<file path="config.mk">
export PLATFORM = sky130hd
export DESIGN_NAME = cs_decode
export DESIGN_NICKNAME = d
export VERILOG_FILES = /design/src/rtl/cs_unit.v /design/src/rtl/cs_decode.v
export VERILOG_INCLUDE_DIRS = /design/src /design/src/rtl
export SDC_FILE = /design/constraint.sdc
export NUM_CORES = 1
export LEC_CHECK = 0
export ABC_CLOCK_PERIOD_IN_PS = 4900
export BUFFER_PORTS_ARGS = -buffer_cell sky130_fd_sc_hd__buf_2
export CAP_MARGIN = 25
export CORE_UTILIZATION = 34
export DETAILED_ROUTE_END_ITERATION = 7
export PLACE_DENSITY = 0.55
export RECOVER_POWER = 100
export REMOVE_ABC_BUFFERS = 1
export SKIP_CTS_REPAIR_TIMING = 1
export SLEW_MARGIN = 5
export SYNTH_ARGS = -nofsm -noshare
export SYNTH_HDL_FRONTEND = slang
export SYNTH_SLANG_ARGS = --single-unit
</file>
<file path="constraint.sdc">
create_clock -name core_clk -period 4.9 [get_ports core_clk]
set_input_delay 0.245 -clock core_clk [delete_from_list [all_inputs] [get_ports core_clk]]
set_output_delay 0.245 -clock core_clk [all_outputs]
set_load 0.01 [all_outputs]
</file>
<file path="src/rtl/cs_decode_defines.vh">
//
// Function
// each chip-select takes its block size from the three lowest bits of its base address register.
// block size codes 000 to 111 give 2K, 8K, 16K, 64K, 128K, 256K, 512K and 1M, comparing ADDR[23:11] down to ADDR[23:20].
// a base address is taken as aligned to its block, so base bits below the compared range are ignored.
// only the address lines chosen by the block size are compared, never the whole 24-bit bus.
// several chip-selects may match one address at once and each one that matches is asserted.
// with several matching chip-selects the access ends on the earliest termination of any of them.
// overlap follows jointly from the base address and block size of each base address register.
// an asserted external size acknowledge terminates the cycle, cutting short the programmed wait states.
// a low bus control strap at reset, or the pin assignment bit later, turns the acknowledge pins into general I/O.
// the boot width strap sampled at reset makes the boot chip-select 16-bit when high and 8-bit when low.
// base address register bits 15 to 3 hold address bits 23 to 11, masked by the block size.
// each chip-select counts its option register wait states after a match and then terminates the cycle.
`ifndef CS_DECODE_DEFINES_VH
`define CS_DECODE_DEFINES_VH

// ----------------------------------------------------------------
// chip-select population and fields
// ----------------------------------------------------------------
`define CS_COUNT        12
`define CS_BLK_LSB      0
`define CS_BLK_MSB      2
`define CS_BASE_LSB     3
`define CS_BASE_MSB     15
`define CS_OPT_EN_BIT   15
`define CS_OPT_WAIT_LSB 0
`define CS_OPT_WAIT_MSB 3

// ----------------------------------------------------------------
// reset values (boot chip-select is index 0)
// ----------------------------------------------------------------
`define CS_BOOT_BASE_RST 16'h0007
`define CS_BOOT_OPT_RST  16'h800F
`define CS_BASE_RST      16'h0000
`define CS_OPT_RST       16'h0000

// ----------------------------------------------------------------
// register map: base at 8*i, option at 8*i+4, then config and hits
// ----------------------------------------------------------------
`define REG_IDX_MSB     6
`define REG_IDX_LSB     3
`define REG_SEL_BIT     2
`define REG_CFG_IDX     4'hC
`define CFG_GPIO_BIT    0
`define CFG_PORT16_BIT  1
`define CFG_ACTIVE_BIT  2
`define STRAP_DELAY     2'h2

`endif

</file>
<file path="src/rtl/cs_unit.v">
`timescale 1ns/1ns
`include "cs_decode_defines.vh"

module cs_unit (
   input  wire        core_clk,
   input  wire        nrst,
   input  wire [15:0] baseReg,
   input  wire [15:0] optionReg,
   input  wire [23:0] accAddr,
   input  wire        accStart,
   input  wire        accEnd,
   output reg         hit,
   output wire        termReq
);

   reg [3:0] waitCount;

   // ----------------------------------------------------------------
   // address match
   // ----------------------------------------------------------------
   // masked compare of address lines 23..11 against the base field
   function matchFn;
      input [15:0] base;
      input [23:0] addr;
      reg   [12:0] mask;
      begin
         case (base[`CS_BLK_MSB:`CS_BLK_LSB])
            3'h0:    mask = 13'h1FFF;
            3'h1:    mask = 13'h1FFC;
            3'h2:    mask = 13'h1FF8;
            3'h3:    mask = 13'h1FE0;
            3'h4:    mask = 13'h1FC0;
            3'h5:    mask = 13'h1F80;
            3'h6:    mask = 13'h1F00;
            default: mask = 13'h1E00;
         endcase
         // low base bits are masked off too
         matchFn = ((addr[23:11] & mask) ==
                    (base[`CS_BASE_MSB:`CS_BASE_LSB] & mask));
      end
   endfunction

   // ----------------------------------------------------------------
   // hit flag and wait-state counter
   // ----------------------------------------------------------------
   // match latched at cycle start, counter runs until its own limit
   always @(posedge core_clk or negedge nrst) begin
      if (!nrst) begin
         hit       <= 1'b0;
         waitCount <= 4'h0;
      end else if (accStart) begin
         hit       <= optionReg[`CS_OPT_EN_BIT] &
                      matchFn(baseReg, accAddr);
         waitCount <= 4'h0;
      end else if (accEnd) begin
         hit       <= 1'b0;
      end else if (hit &&
                   waitCount != optionReg[`CS_OPT_WAIT_MSB:
                                          `CS_OPT_WAIT_LSB]) begin
         waitCount <= waitCount + 4'h1;
      end
   end

   // termination once the programmed wait count has elapsed
   assign termReq = hit && !accStart &&
                    waitCount == optionReg[`CS_OPT_WAIT_MSB:
                                           `CS_OPT_WAIT_LSB];

endmodule

</file>
<file path="src/rtl/cs_decode.v">
// Chosen here: register access over AHB-Lite and the register offsets.
`timescale 1ns/1ns
`include "cs_decode_defines.vh"

module cs_decode (
   input  wire                  core_clk,
   input  wire                  nrst,
   input  wire                  hsel,
   input  wire [31:0]           haddr,
   input  wire [1:0]            htrans,
   input  wire                  hwrite,
   input  wire [2:0]            hsize,
   input  wire [31:0]           hwdata,
   input  wire                  hready,
   output reg  [31:0]           hrdata,
   output reg                   hreadyout,
   output reg                   hresp,
   input  wire [23:0]           accAddr,
   input  wire                  accStart,
   input  wire                  sizeAckLowN,
   input  wire                  sizeAckHighN,
   input  wire                  busCtrlConfigStrap,
   input  wire                  bootWidthStrap,
   output reg  [`CS_COUNT-1:0]  chipSelectN,
   output reg                   cycleDone,
   output reg                   busCtrlGpio,
   output reg                   bootPort16
);

   reg  [15:0]          csBaseAddressReg [0:`CS_COUNT-1];
   reg  [15:0]          csOptionReg      [0:`CS_COUNT-1];
   reg                  accActive;
   reg  [1:0]           ackLowSync;
   reg  [1:0]           ackHighSync;
   reg  [1:0]           cfgStrapSync;
   reg  [1:0]           widthStrapSync;
   reg  [1:0]           strapCount;
   reg                  strapDone;
   reg                  wrPending;
   reg  [3:0]           wrIdx;
   reg                  wrSel;
   wire [`CS_COUNT-1:0] hitVec;
   wire [`CS_COUNT-1:0] termVec;
   wire                 startOk;
   wire                 ackSeen;
   wire                 accEnd;
   wire                 addrPhase;
   wire [3:0]           rdIdx;
   wire [2:0]           rdKind;
   wire [2:0]           wrKind;
   integer              i;

   // ----------------------------------------------------------------
   // pin synchronisers
   // ----------------------------------------------------------------
   // two flops on each acknowledge and strap pin
   always @(posedge core_clk or negedge nrst) begin
      if (!nrst) begin
         ackLowSync     <= 2'h3;
         ackHighSync    <= 2'h3;
         cfgStrapSync   <= 2'h3;
         widthStrapSync <= 2'h3;
      end else begin
         ackLowSync     <= {ackLowSync[0], sizeAckLowN};
         ackHighSync    <= {ackHighSync[0], sizeAckHighN};
         cfgStrapSync   <= {cfgStrapSync[0], busCtrlConfigStrap};
         widthStrapSync <= {widthStrapSync[0], bootWidthStrap};
      end
   end

   // ----------------------------------------------------------------
   // strap capture after reset release
   // ----------------------------------------------------------------
   // straps taken once the synchronisers hold post-reset samples
   always @(posedge core_clk or negedge nrst) begin
      if (!nrst) begin
         strapCount <= 2'h0;
         strapDone  <= 1'b0;
         bootPort16 <= 1'b0;
      end else if (!strapDone) begin
         if (strapCount == `STRAP_DELAY) begin
            strapDone  <= 1'b1;
            bootPort16 <= widthStrapSync[1];
         end else begin
            strapCount <= strapCount + 2'h1;
         end
      end
   end

   // ----------------------------------------------------------------
   // bus access cycle
   // ----------------------------------------------------------------
   assign startOk = accStart && !accActive;
   // a held-low acknowledge ends the cycle unless pins are I/O
   assign ackSeen = !busCtrlGpio &&
                    (!ackLowSync[1] || !ackHighSync[1]);
   // first termination from any source wins
   assign accEnd  = accActive && ((|termVec) || ackSeen);

   genvar g;
   generate
      for (g = 0; g < `CS_COUNT; g = g + 1) begin : gen_cs
         cs_unit i_cs_unit (
            .core_clk  (core_clk),
            .nrst      (nrst),
            .baseReg   (csBaseAddressReg[g]),
            .optionReg (csOptionReg[g]),
            .accAddr   (accAddr),
            .accStart  (startOk),
            .accEnd    (accEnd),
            .hit       (hitVec[g]),
            .termReq   (termVec[g])
         );
      end
   endgenerate

   // cycle state and registered chip-select pins
   always @(posedge core_clk or negedge nrst) begin
      if (!nrst) begin
         accActive   <= 1'b0;
         cycleDone   <= 1'b0;
         chipSelectN <= {`CS_COUNT{1'b1}};
      end else begin
         cycleDone <= accEnd;
         if (startOk)
            accActive <= 1'b1;
         else if (accEnd)
            accActive <= 1'b0;
         if (accActive && !accEnd)
            chipSelectN <= ~hitVec;
         else
            chipSelectN <= {`CS_COUNT{1'b1}};
      end
   end

   // ----------------------------------------------------------------
   // register decode
   // ----------------------------------------------------------------
   // kinds of register word, shared by the read and write paths
   localparam [2:0] KIND_NONE   = 3'h0;
   localparam [2:0] KIND_BASE   = 3'h1;
   localparam [2:0] KIND_OPTION = 3'h2;
   localparam [2:0] KIND_CONFIG = 3'h3;
   localparam [2:0] KIND_HITS   = 3'h4;

   // classify a word by its index and word select bit
   function [2:0] regKind;
      input [3:0] idx;
      input       sel;
      begin
         if (idx < `CS_COUNT && !sel)
            regKind = KIND_BASE;
         else if (idx < `CS_COUNT)
            regKind = KIND_OPTION;
         else if (idx == `REG_CFG_IDX && !sel)
            regKind = KIND_CONFIG;
         else if (idx == `REG_CFG_IDX)
            regKind = KIND_HITS;
         else
            regKind = KIND_NONE;
      end
   endfunction

   // ----------------------------------------------------------------
   // AHB-Lite slave
   // ----------------------------------------------------------------
   assign addrPhase = hsel && hready && htrans[1];
   assign rdIdx     = haddr[`REG_IDX_MSB:`REG_IDX_LSB];
   // read side decodes the live address, write side the captured one
   assign rdKind    = regKind(rdIdx, haddr[`REG_SEL_BIT]);
   assign wrKind    = regKind(wrIdx, wrSel);

   // zero-wait slave: read data registered in the address phase
   always @(posedge core_clk or negedge nrst) begin
      if (!nrst) begin
         hreadyout <= 1'b0;
         hresp     <= 1'b0;
         hrdata    <= 32'h00000000;
         wrPending <= 1'b0;
         wrIdx     <= 4'h0;
         wrSel     <= 1'b0;
      end else begin
         hreadyout <= 1'b1;
         hresp     <= 1'b0;
         wrPending <= addrPhase && hwrite;
         if (addrPhase) begin
            wrIdx <= rdIdx;
            wrSel <= haddr[`REG_SEL_BIT];
         end
         if (addrPhase && !hwrite) begin
            case (rdKind)
               KIND_BASE:   hrdata <= {16'h0000, csBaseAddressReg[rdIdx]};
               KIND_OPTION: hrdata <= {16'h0000, csOptionReg[rdIdx]};
               KIND_CONFIG: hrdata <= {29'h00000000, accActive, bootPort16,
                                       busCtrlGpio};
               KIND_HITS:   hrdata <= {20'h00000, hitVec};
               default:     hrdata <= 32'h00000000;
            endcase
         end
      end
   end

   // register file writes, pin assignment bit seeded by strap
   always @(posedge core_clk or negedge nrst) begin
      if (!nrst) begin
         busCtrlGpio <= 1'b0;
         for (i = 0; i < `CS_COUNT; i = i + 1) begin
            csBaseAddressReg[i] <= (i == 0) ? `CS_BOOT_BASE_RST
                                            : `CS_BASE_RST;
            csOptionReg[i]      <= (i == 0) ? `CS_BOOT_OPT_RST
                                            : `CS_OPT_RST;
         end
      end else begin
         if (!strapDone && strapCount == `STRAP_DELAY)
            busCtrlGpio <= !cfgStrapSync[1];
         else if (wrPending && wrKind == KIND_CONFIG)
            busCtrlGpio <= hwdata[`CFG_GPIO_BIT];
         if (wrPending && wrKind == KIND_BASE)
            csBaseAddressReg[wrIdx] <= hwdata[15:0];
         if (wrPending && wrKind == KIND_OPTION)
            csOptionReg[wrIdx] <= hwdata[15:0];
      end
   end

endmodule

</file>
==> impl_metrics.tcl, run 1 <==
set metrics [dict create \
    hold_class "input pin to register" \
    drc_errors 0 \
    worst_ep_arrival_time_ns 4.04 \
    syn_inst 1899 \
    violations "capacitance limit, slew limit" \
    vias 16187 \
    cts_root_buf "clkbuf_16" \
    hold_start "hready" \
    grt_pass1_vias 16720 \
    die-width_um 273 \
    drt_iter0_drc 1237 \
    finalWirelength_um 72900 \
    yosysSeqAreaShare_pct 49.5 \
    grt.busiest_layer "met2" \
    max_stage_delay_ns 1.81 \
    clkTransAtPathRegs_ns 0.06 \
    worstPathRequired_ns 5.38 \
    multi_input_area_um2 12000 \
    yosys_warnings 0 \
    clock-sinks 494 \
    h-tree-depth 2 \
    fin_tns_setup_ns 0 \
    synth.area.top_cells "dfrtp_1, mux2_2, mux4_2, xnor2_1, xor2_1" \
    cp_cell_sequence "clkbuf_2 -> mux4_2 -> mux4_2 -> a21oi_1 -> o31ai_1" \
    r2r_cells 3 \
    cp-end-kind "register" \
    coreArea_um2 73000 \
    numCtsBuffers 54 \
    leakage_uw 0.0123 \
    r2r_start "wrIdx[1]" \
    ios 152 \
    dp.cells 2835 \
    synth_top_area_cell "dfrtp_1" \
    status "finished, violations left" \
    fin_crit_ns 3.55 \
    powerDensity_nw_per_um2 390 \
    antenna_found_initial 7 \
    area_growth_syn_to_layout_pct 12.7 \
    first_pass_iters 5 \
    synth_area_um2 25000 \
    setup_viol 0 \
    viasPerCell 5.50 \
    synth.avg_cell_area_um2 13.2 \
    worstSetupStartpointType "input pin" \
    critPathSlowestCell "clkbuf_2" \
    hold_path_end "wrPending" \
    crit_path_frequent_cell "mux4_2" \
    hold_depth 3 \
    grtUsageTotal_pct 19.8 \
    dp_hpwl_um 48600 \
    port_buffers 76 \
    fin_util_pct 38.7 \
    fmaxAchievable_ghz 0.281 \
    fin_crit_sh_pct 72.5 \
    worst-setup-path-type "input pin to register" \
    ir_drop_v 0.000310 \
    ys_types 53 \
    ys_ff_latch 494 \
    rsz0062_at_grt "no" \
    gp_congestion 0.879 \
    final_cells 2945 \
    rrSetupSlack_ns 1.44 \
    synth_top_area_share_pct 46.6 \
    grt_max_degree 132 \
    routedWlPerCell_um 24.8 \
    use_met2_pct 30.2 \
    worst_pin_slew_ns 3.23 \
    grt_use_met1_pct 28.9 \
    start_util_pct 34.3 \
    cap_viol_max_count 8 \
    fin_ws_ns 1.35 \
    relSlewSlack_pct -116 \
    layout.nets 2055 \
    fin_worst_skew_ns 0.0183 \
    num-fill-cells 6929 \
    grtUsageMet3_pct 3.56 \
    tritoncts "done" \
    crit_fanout 57 \
    timing.rr.end "csOptionReg[72]" \
    post_route_cells_drive_above_1_share_pct 35.3 \
    seqCellArea_um2 12400 \
    hold_violations 0 \
    clock_path_buffers 3 \
    fp-row-count 99 \
    preCtsSetupSlack_ns 2.03 \
    synth-main-ff-cell "dfrtp_1" \
    clkLatencyLatePin_ns 0.62 \
    synth_edf_count 0 \
    ys_async_sr_fraction_pct 100 \
    grt_remaining_overflow 0 \
    die_h_um 273 \
    report.final.slew_viol_count 274 \
    postRouteAntennaNets 0 \
    die-area_um2 74700 \
    grt_pass1_wl_um 111000 \
]
==> layer usage <==
metal / routed length, µm / vias to the layer above
met5: 38 / -
met4: 1320 / 6
met3: 4380 / 96
met2: 32800 / 470
met1: 34400 / 8593
li1: - / 7022
==> flip-flops by register name, summed over array words and instances (netlist names) <==
name / cells
strapDone: 1
cycleDone: 1
wrIdx: 4
cfgStrapSync: 2
gen_cs.i_cs_unit.hit: 12
csBaseAddressReg: 192
ackHighSync: 2
bootPort16: 1
chipSelectN: 12
hreadyout: 1
wrSel: 1
busCtrlGpio: 1
ackLowSync: 2
csOptionReg: 192
wrPending: 1
widthStrapSync: 2
accActive: 1
hrdata: 16
strapCount: 2
gen_cs.i_cs_unit.waitCount: 48
==> critical path: cells and delay by family <==
kind	cells	cell delay (ns)
AOI/OAI and AO/OA	2	0.63
buffers and inverters	1	1.81
muxes	2	1.25
==> power by group <==
part           switching, µW  total, µW  internal (µW)
Clock                   1770       4310           2550
Combinational            874       1740            866
Sequential               418       4940           4520
Total                   3060      11000           7930
==> placed cells by master (no fill, tap or decap), types with 8 or more instances in the layout <==
master / count
o21bai_1: 8
nor2_1: 31
a21oi_1: 78
ha_1: 13
or4_1: 10
and3_1: 23
xnor2_1: 114
nor3_1: 34
a22oi_1: 16
o21ai_0: 33
o31ai_1: 19
a31oi_1: 14
dfrtp_1: 466
nand2b_1: 11
clkinv_2: 16
mux2_2: 392
buf_4: 11
inv_1: 16
clkbuf_1: 53
mux2i_1: 14
nand3_1: 22
mux4_2: 112
dfstp_2: 28
nand4_1: 19
nor4_1: 17
clkbuf_16: 57
nor2b_1: 13
clkbuf_8: 14
nand2_1: 77
conb_1: 18
a21o_1: 16
buf_2: 41
xor2_1: 96
==> stage by stage <==
step,hold slack (ns),total power [µW],instance area [µm²]
after floorplan,-0.0506,5990,24500
after global placement,0.348,6710,26400
after detailed placement,0.349,6760,26400
after CTS,-0.300,11100,28300
after global routing,0.134,11400,28200
final,0.138,11000,28200
==> how the worst max path moves through the flow <==
stage | to | startpoint
finish | hrdata[6] | haddr[3]
global route | hrdata[6] | haddr[3]
CTS | gen_cs[9].i_cs_unit.waitCount[0] | gen_cs[10].i_cs_unit.waitCount[0]
detailed placement | hrdata[4] | haddr[3]
global placement | hrdata[15] | haddr[3]
floorplan | gen_cs[4].i_cs_unit.waitCount[3] | accActive
==> cell families after synthesis <==
group,share of synthesized area [%]
muxes,28.3
DFF,49.5
and+or+nand+nor,5.68
AOI/OAI and AO/OA,5.67
xor gates and xnor gates,7.34
buffers and inverters,2.79
adders and majority gates,0.729
other,0.0300
==> synthesized netlist by cell type (all sizes together), types with 31 or more instances <==
master  instances
xnor2         114
nor2           31
nand2          77
o21ai          33
dfrtp         466
mux4          112
a21oi          78
buf            51
clkbuf         94
mux2          392
nor3           35
xor2           96
==> cell type report <==
type / instances / share of cell area (%)
Multi-Input combinational cell: 1259 / 42.6
Clock inverter: 25 / 0.891
Timing Repair Buffer: 113 / 2.32
Clock buffer: 77 / 5.82
Tap cell: 959 / 4.25
Sequential cell: 494 / 43.9
Antenna cell: 1 / 0.00887
Inverter: 17 / 0.226
Note: power is estimated with default switching activity, not from simulation.
==> inputs of run 2 (changes only) <==
--- a/config.mk
+++ b/config.mk
@@ -6,12 +6,12 @@
 export SDC_FILE = /design/constraint.sdc
 export NUM_CORES = 1
 export LEC_CHECK = 0
-export ABC_CLOCK_PERIOD_IN_PS = 4900
+export ABC_CLOCK_PERIOD_IN_PS = 3210
 export BUFFER_PORTS_ARGS = -buffer_cell sky130_fd_sc_hd__buf_2
 export CAP_MARGIN = 25
 export CORE_UTILIZATION = 34
 export DETAILED_ROUTE_END_ITERATION = 7
-export PLACE_DENSITY = 0.55
+export PLACE_DENSITY = 0.56
 export RECOVER_POWER = 100
 export REMOVE_ABC_BUFFERS = 1
 export SKIP_CTS_REPAIR_TIMING = 1
==> constraint.sdc (replaced) <==
create_clock -name core_clk -period 3.21 [get_ports core_clk]
set_input_delay 0.1605 -clock core_clk [delete_from_list [all_inputs] [get_ports core_clk]]
set_output_delay 0.1605 -clock core_clk [all_outputs]
set_load 0.01 [all_outputs]
==> impl_metrics.tcl, run 2 (synthesis gave the netlist of run 1 again) <==
set metrics [dict create \
    p_sw_share_pct 28.2 \
    layout_commonest_cell "dfrtp_1" \
    clkLatencyLatePin_ns 0.63 \
    first_pass_iters 5 \
    vias 16331 \
    die_h_um 273 \
    power.share.sequential_pct 45.6 \
    p_switching_uw 4650 \
    setup_viol 0 \
    hold_violations 0 \
    fp-row-count 99 \
    tritoncts "done" \
    internal-power_uw 11900 \
    grt_max_degree 88 \
    die-area_um2 74700 \
    dp.cells 2872 \
    critPathSlowestCell "clkbuf_1" \
    coreArea_um2 73000 \
    final_cells 2980 \
    grtUsageTotal_pct 20.0 \
    multi_input_area_um2 12000 \
    critPathTopFamily "compound AO/OA/AOI/OAI gates" \
    port_buffers 76 \
    dp_hpwl_um 51200 \
    clock-sinks 494 \
    final_cell_area_um2 28400 \
    clkTransAtPathRegs_ns 0.06 \
    status "finished, violations left" \
    clkPwrFrac_pct 38.1 \
    gp_congestion 0.875 \
    hold_class "input pin to register" \
    fin_tns_setup_ns 0 \
    die-width_um 273 \
    viasPerCell 5.48 \
    worstSetupStartpointType "register" \
    ir_drop_v 0.000438 \
    grt_remaining_overflow 0 \
    violations "capacitance limit, slew limit" \
    fin_crit_ns 3.03 \
    leakage_uw 0.0124 \
    fmaxAchievable_ghz 0.330 \
    use_met2_pct 31.3 \
    layout_common_cells "dfrtp_1, mux2_2, xnor2_1" \
    report.final.slew_viol_count 148 \
    worst_pin_slew_ns 2.36 \
    power_frac_comb_pct 16.3 \
    crit_fanout 12 \
    crit_buf_inv 2 \
    seqCellArea_um2 12400 \
    postRouteAntennaNets 0 \
    relSlewSlack_pct -57.3 \
    drt_iter0_drc 1184 \
    start_util_pct 34.3 \
    reg_top3 "csBaseAddressReg (192), csOptionReg (192), gen_cs.i_cs_unit.waitCount (48)" \
    post_route_cells_drive_above_1_share_pct 35.7 \
    grtUsageMet3_pct 4.12 \
    clock_path_buffers 3 \
    finalWirelength_um 73800 \
    fin_crit_sh_pct 94.5 \
    drc_errors 0 \
    grt_use_met1_pct 28.2 \
    worst-setup-path-type "register to register" \
    rsz0062_at_grt "no" \
    numCtsBuffers 53 \
    num-fill-cells 6962 \
    worstPathRequired_ns 3.73 \
    max_stage_delay_ns 0.75 \
    grt_pass1_wl_um 112000 \
    worst_ep_arrival_time_ns 3.55 \
    ios 152 \
    fin_worst_skew_ns 0.0410 \
    cap_viol_max_count 5 \
    cp-end-kind "register" \
    powerDensity_nw_per_um2 581 \
    cp_cell_sequence "xor2_1 -> nor4_1 -> buf_4 -> a32oi_1 -> nand3_2 -> o41ai_2 -> clkbuf_1 -> a22o_1" \
    antenna_found_initial 5 \
    grt.busiest_layer "met2" \
    h-tree-depth 2 \
    routedWlPerCell_um 24.8 \
    layout.nets 2091 \
    area_growth_syn_to_layout_pct 13.6 \
    placed_area_um2 26800 \
    rrSetupSlack_ns 0.18 \
    grt_pass1_vias 16848 \
    cts_root_buf "clkbuf_16" \
]
-- run 2: cell count changes in the layout (fill, tap and decap cells not counted), moves of 2 or more --
cell | before | now
clkbuf_1 | 53 | 73
buf_4 | 11 | 30
clkinv_2 | 16 | 8
clkbuf_16 | 57 | 53
buf_12 | 6 | 9
buf_6 | 0 | 3
clkbuf_8 | 14 | 17
nor2_1 | 31 | 28
nor2_2 | 0 | 3
bufinv_16 | 4 | 2
clkinv_16 | 0 | 2
-- run 2: metal layers --
metal / vias to the layer above / routed length (µm) / part of all wire, %
met5: - / 35 / 0.047
met4: 6 / 1510 / 2.0
met1: 8659 / 33300 / 45
met3: 97 / 4900 / 6.6
met2: 491 / 34000 / 46
li1: 7078 / - / -
-- run 2: stage by stage --
stage,util (%),total power (µW),hold slack [ns],setup WS (ns)
2_1_floorplan,-,9140,-0.135,0.0767
3_3_place_gp,36.7,10300,0.243,0.362
6_report,39.0,16500,0.124,0.177
4_1_cts,39.2,16700,-0.419,0.299
3_5_place_dp,36.7,10400,0.245,0.322
5_1_grt,39.0,17200,0.116,0.0666
-- run 2: power groups by stage --
stage | Clock (µW) | Combinational, µW | Sequential (µW)
3_5_place_dp | 0 | 2720 | 7630
3_3_place_gp | 0 | 2680 | 7590
5_1_grt | 6690 | 2920 | 7620
2_1_floorplan | 0 | 1710 | 7430
6_report | 6290 | 2700 | 7530
4_1_cts | 6440 | 2740 | 7520
-- run 2: final timing paths --
path | startpoint | endpoint | depth (start not counted)
min in group asynchronous | nrst | csOptionReg[162] | 2
setup / recovery | csOptionReg[176] | gen_cs[9].i_cs_unit.hit | 8
setup reg to reg | csOptionReg[176] | gen_cs[9].i_cs_unit.hit | 8
max in group asynchronous | nrst | hrdata[15] | 3
hold / removal | accStart | gen_cs[8].i_cs_unit.waitCount[3] | 3
hold reg to reg | ackLowSync[0] | ackLowSync[1] | 0
-- run 2: final cells by class --
cell class / instances / area share [%]
antenna: 1 / 0.00880
tap: 959 / 4.22
clock buffer: 84 / 5.67
inverter: 17 / 0.224
clock inverter: 16 / 0.678
timing repair buffer: 150 / 3.29
sequential: 494 / 43.6
multi-input combinational: 1259 / 42.3
-- run 2: worst register-to-register path: stages (launching register included) --
cell and delay, ns:
dfstp_1 0.58, xor2_1 0.17, nor4_1 0.07, buf_4 0.15, a32oi_1 0.26, nand3_2 0.25, o41ai_2 0.38, clkbuf_1 0.75
a22o_1 0.35
==> inputs of run 3 (changes only) <==
--- a/config.mk
+++ b/config.mk
@@ -11,7 +11,8 @@
 export CAP_MARGIN = 25
 export CORE_UTILIZATION = 34
 export DETAILED_ROUTE_END_ITERATION = 7
-export PLACE_DENSITY = 0.56
+export MAX_ROUTING_LAYER = met4
+export PLACE_DENSITY = 0.63
 export RECOVER_POWER = 100
 export REMOVE_ABC_BUFFERS = 1
 export SKIP_CTS_REPAIR_TIMING = 1
==> constraint.sdc (replaced) <==
create_clock -name core_clk -period 3.21 [get_ports core_clk]
set_input_delay 0.321 -clock core_clk [delete_from_list [all_inputs] [get_ports core_clk]]
set_output_delay 0.321 -clock core_clk [all_outputs]
set_load 0.01 [all_outputs]
==> impl_metrics.tcl, run 3 (synthesis gave the netlist of run 1 again) <==
set metrics [dict create \
    status "finished, violations left" \
    violations "capacitance limit, slew limit" \
    fp-row-count 99 \
    gp_congestion 0.908 \
    p_sw_share_pct 27.6 \
    die-width_um 273 \
    leakage_uw 0.0123 \
    hold_class "input pin to register" \
    fin_crit_ns 2.93 \
    worstPathRequired_ns 3.69 \
    grt_remaining_overflow 0 \
    clkLatencyLatePin_ns 0.61 \
    layout.nets 2093 \
    worstSetupStartpointType "input pin" \
    internal-power_uw 11900 \
    layout_commonest_cell "dfrtp_1" \
    worst-setup-path-type "input pin to register" \
    report.final.slew_viol_count 148 \
    start_util_pct 34.3 \
    p_switching_uw 4540 \
    first_pass_iters 5 \
    fin_crit_sh_pct 91.4 \
    viasPerCell 5.59 \
    cap_viol_max_count 6 \
    r2r_start "csOptionReg[35]" \
    fin_util_pct 38.9 \
    cts_root_buf "clkbuf_16" \
    reg_top3 "csBaseAddressReg (192), csOptionReg (192), gen_cs.i_cs_unit.waitCount (48)" \
    startpoint "haddr[4]" \
    multi_input_area_um2 12000 \
    port_buffers 76 \
    power_frac_comb_pct 16.6 \
    routedWlPerCell_um 24.9 \
    clock-sinks 494 \
    dp_hpwl_um 50700 \
    relSlewSlack_pct -31.6 \
    hold_violations 0 \
    r2r_cells 8 \
    ir_drop_v 0.000446 \
    clkTransAtPathRegs_ns 0.06 \
    antenna_found_initial 3 \
    worst_pin_slew_ns 1.97 \
    tritoncts "done" \
    die_h_um 273 \
    worst_ep_arrival_time_ns 3.41 \
    h-tree-depth 2 \
    numCtsBuffers 51 \
    setup_viol 0 \
    grt_pass1_vias 16997 \
    grt_max_degree 126 \
    area_growth_syn_to_layout_pct 13.3 \
    clkPwrFrac_pct 37.6 \
    clock_path_buffers 3 \
    grt_pass1_wl_um 113000 \
    drc_errors 0 \
    cp-end-kind "register" \
    crit_fanout 29 \
    fin_tns_setup_ns 0 \
    seqCellArea_um2 12400 \
    hold_depth 3 \
    drt_iter0_drc 1507 \
    finalWirelength_um 74100 \
    fmaxAchievable_ghz 0.341 \
    vias 16617 \
    hold_start "hready" \
    coreArea_um2 73000 \
    powerDensity_nw_per_um2 579 \
    die-area_um2 74700 \
    preCtsSetupSlack_ns -0.156 \
    layout_common_cells "dfrtp_1, mux2_2, xnor2_1" \
    grtUsageTotal_pct 20.7 \
    fin_worst_skew_ns 0.0243 \
    fin_ws_ns 0.277 \
    worst_hold_slack_ns 0.254 \
    power.share.sequential_pct 45.9 \
    ios 152 \
    postRouteAntennaNets 0 \
    num-fill-cells 6839 \
    rsz0062_at_grt "no" \
    post_route_cells_drive_above_1_share_pct 35.5 \
]
run 3: changes by cell type in the layout (fill, tap and decap cells not counted), moves of 3 or more:
cell | previous run | this run
clkbuf_8 | 17 | 11
buf_2 | 41 | 38
clkinv_2 | 8 | 5
buf_4 | 30 | 36
run 3: final timing paths:
path                                                     to  slack [ns]
max                                               hrdata[2]        0.28
min                                               wrPending        0.25
max reg2reg                gen_cs[3].i_cs_unit.waitCount[3]        0.32
min reg2reg                               widthStrapSync[1]        0.36
max in group asynchronous                       busCtrlGpio        0.63
min in group asynchronous  gen_cs[1].i_cs_unit.waitCount[2]        0.81
run 3: power by group through the flow:
stage	logic (µW)	clock network (µW)	registers (µW)
after global routing	2920	6540	7630
after floorplan	1710	0	7430
after detailed placement	2710	0	7640
final	2720	6170	7540
after CTS	2730	6280	7530
after global placement	2660	0	7590
run 3: worst max-delay path, cell delays in order:
cell      delay (ns)
buf_4           0.42
clkbuf_1        1.09
clkbuf_1        0.44
mux4_2          0.43
mux2i_1         0.27
o22ai_1         0.15
a21oi_1         0.16
o31ai_1         0.09
run 3: layer usage:
metal	GRT usage (%)	up-vias	routed length [µm]
met4	4.59	0	1340
met3	3.31	93	4660
li1	-	7094	-
met2	31.5	542	34600
met1	29.0	8888	33500
met5	-	-	0
run 3: final cells by class:
type,count,area share (%)
Antenna cell,2,0.0176
Clock buffer,78,5.47
Clock inverter,12,0.626
Inverter,17,0.225
Multi-Input combinational cell,1260,42.4
Sequential cell,494,43.7
Tap cell,959,4.23
Timing Repair Buffer,153,3.33
run 3: per-stage QoR:
| stage | std cells | cell area, µm² | total power, µW |
|---|---|---|---|
| final | 2975 | 28400 | 16400 |
| after global routing | 2975 | 28400 | 17100 |
| after CTS | 2964 | 28500 | 16500 |
| after detailed placement | 2874 | 26800 | 10300 |
| after global placement | 2874 | 26800 | 10200 |
| after floorplan | 1770 | 24500 | 9140 |
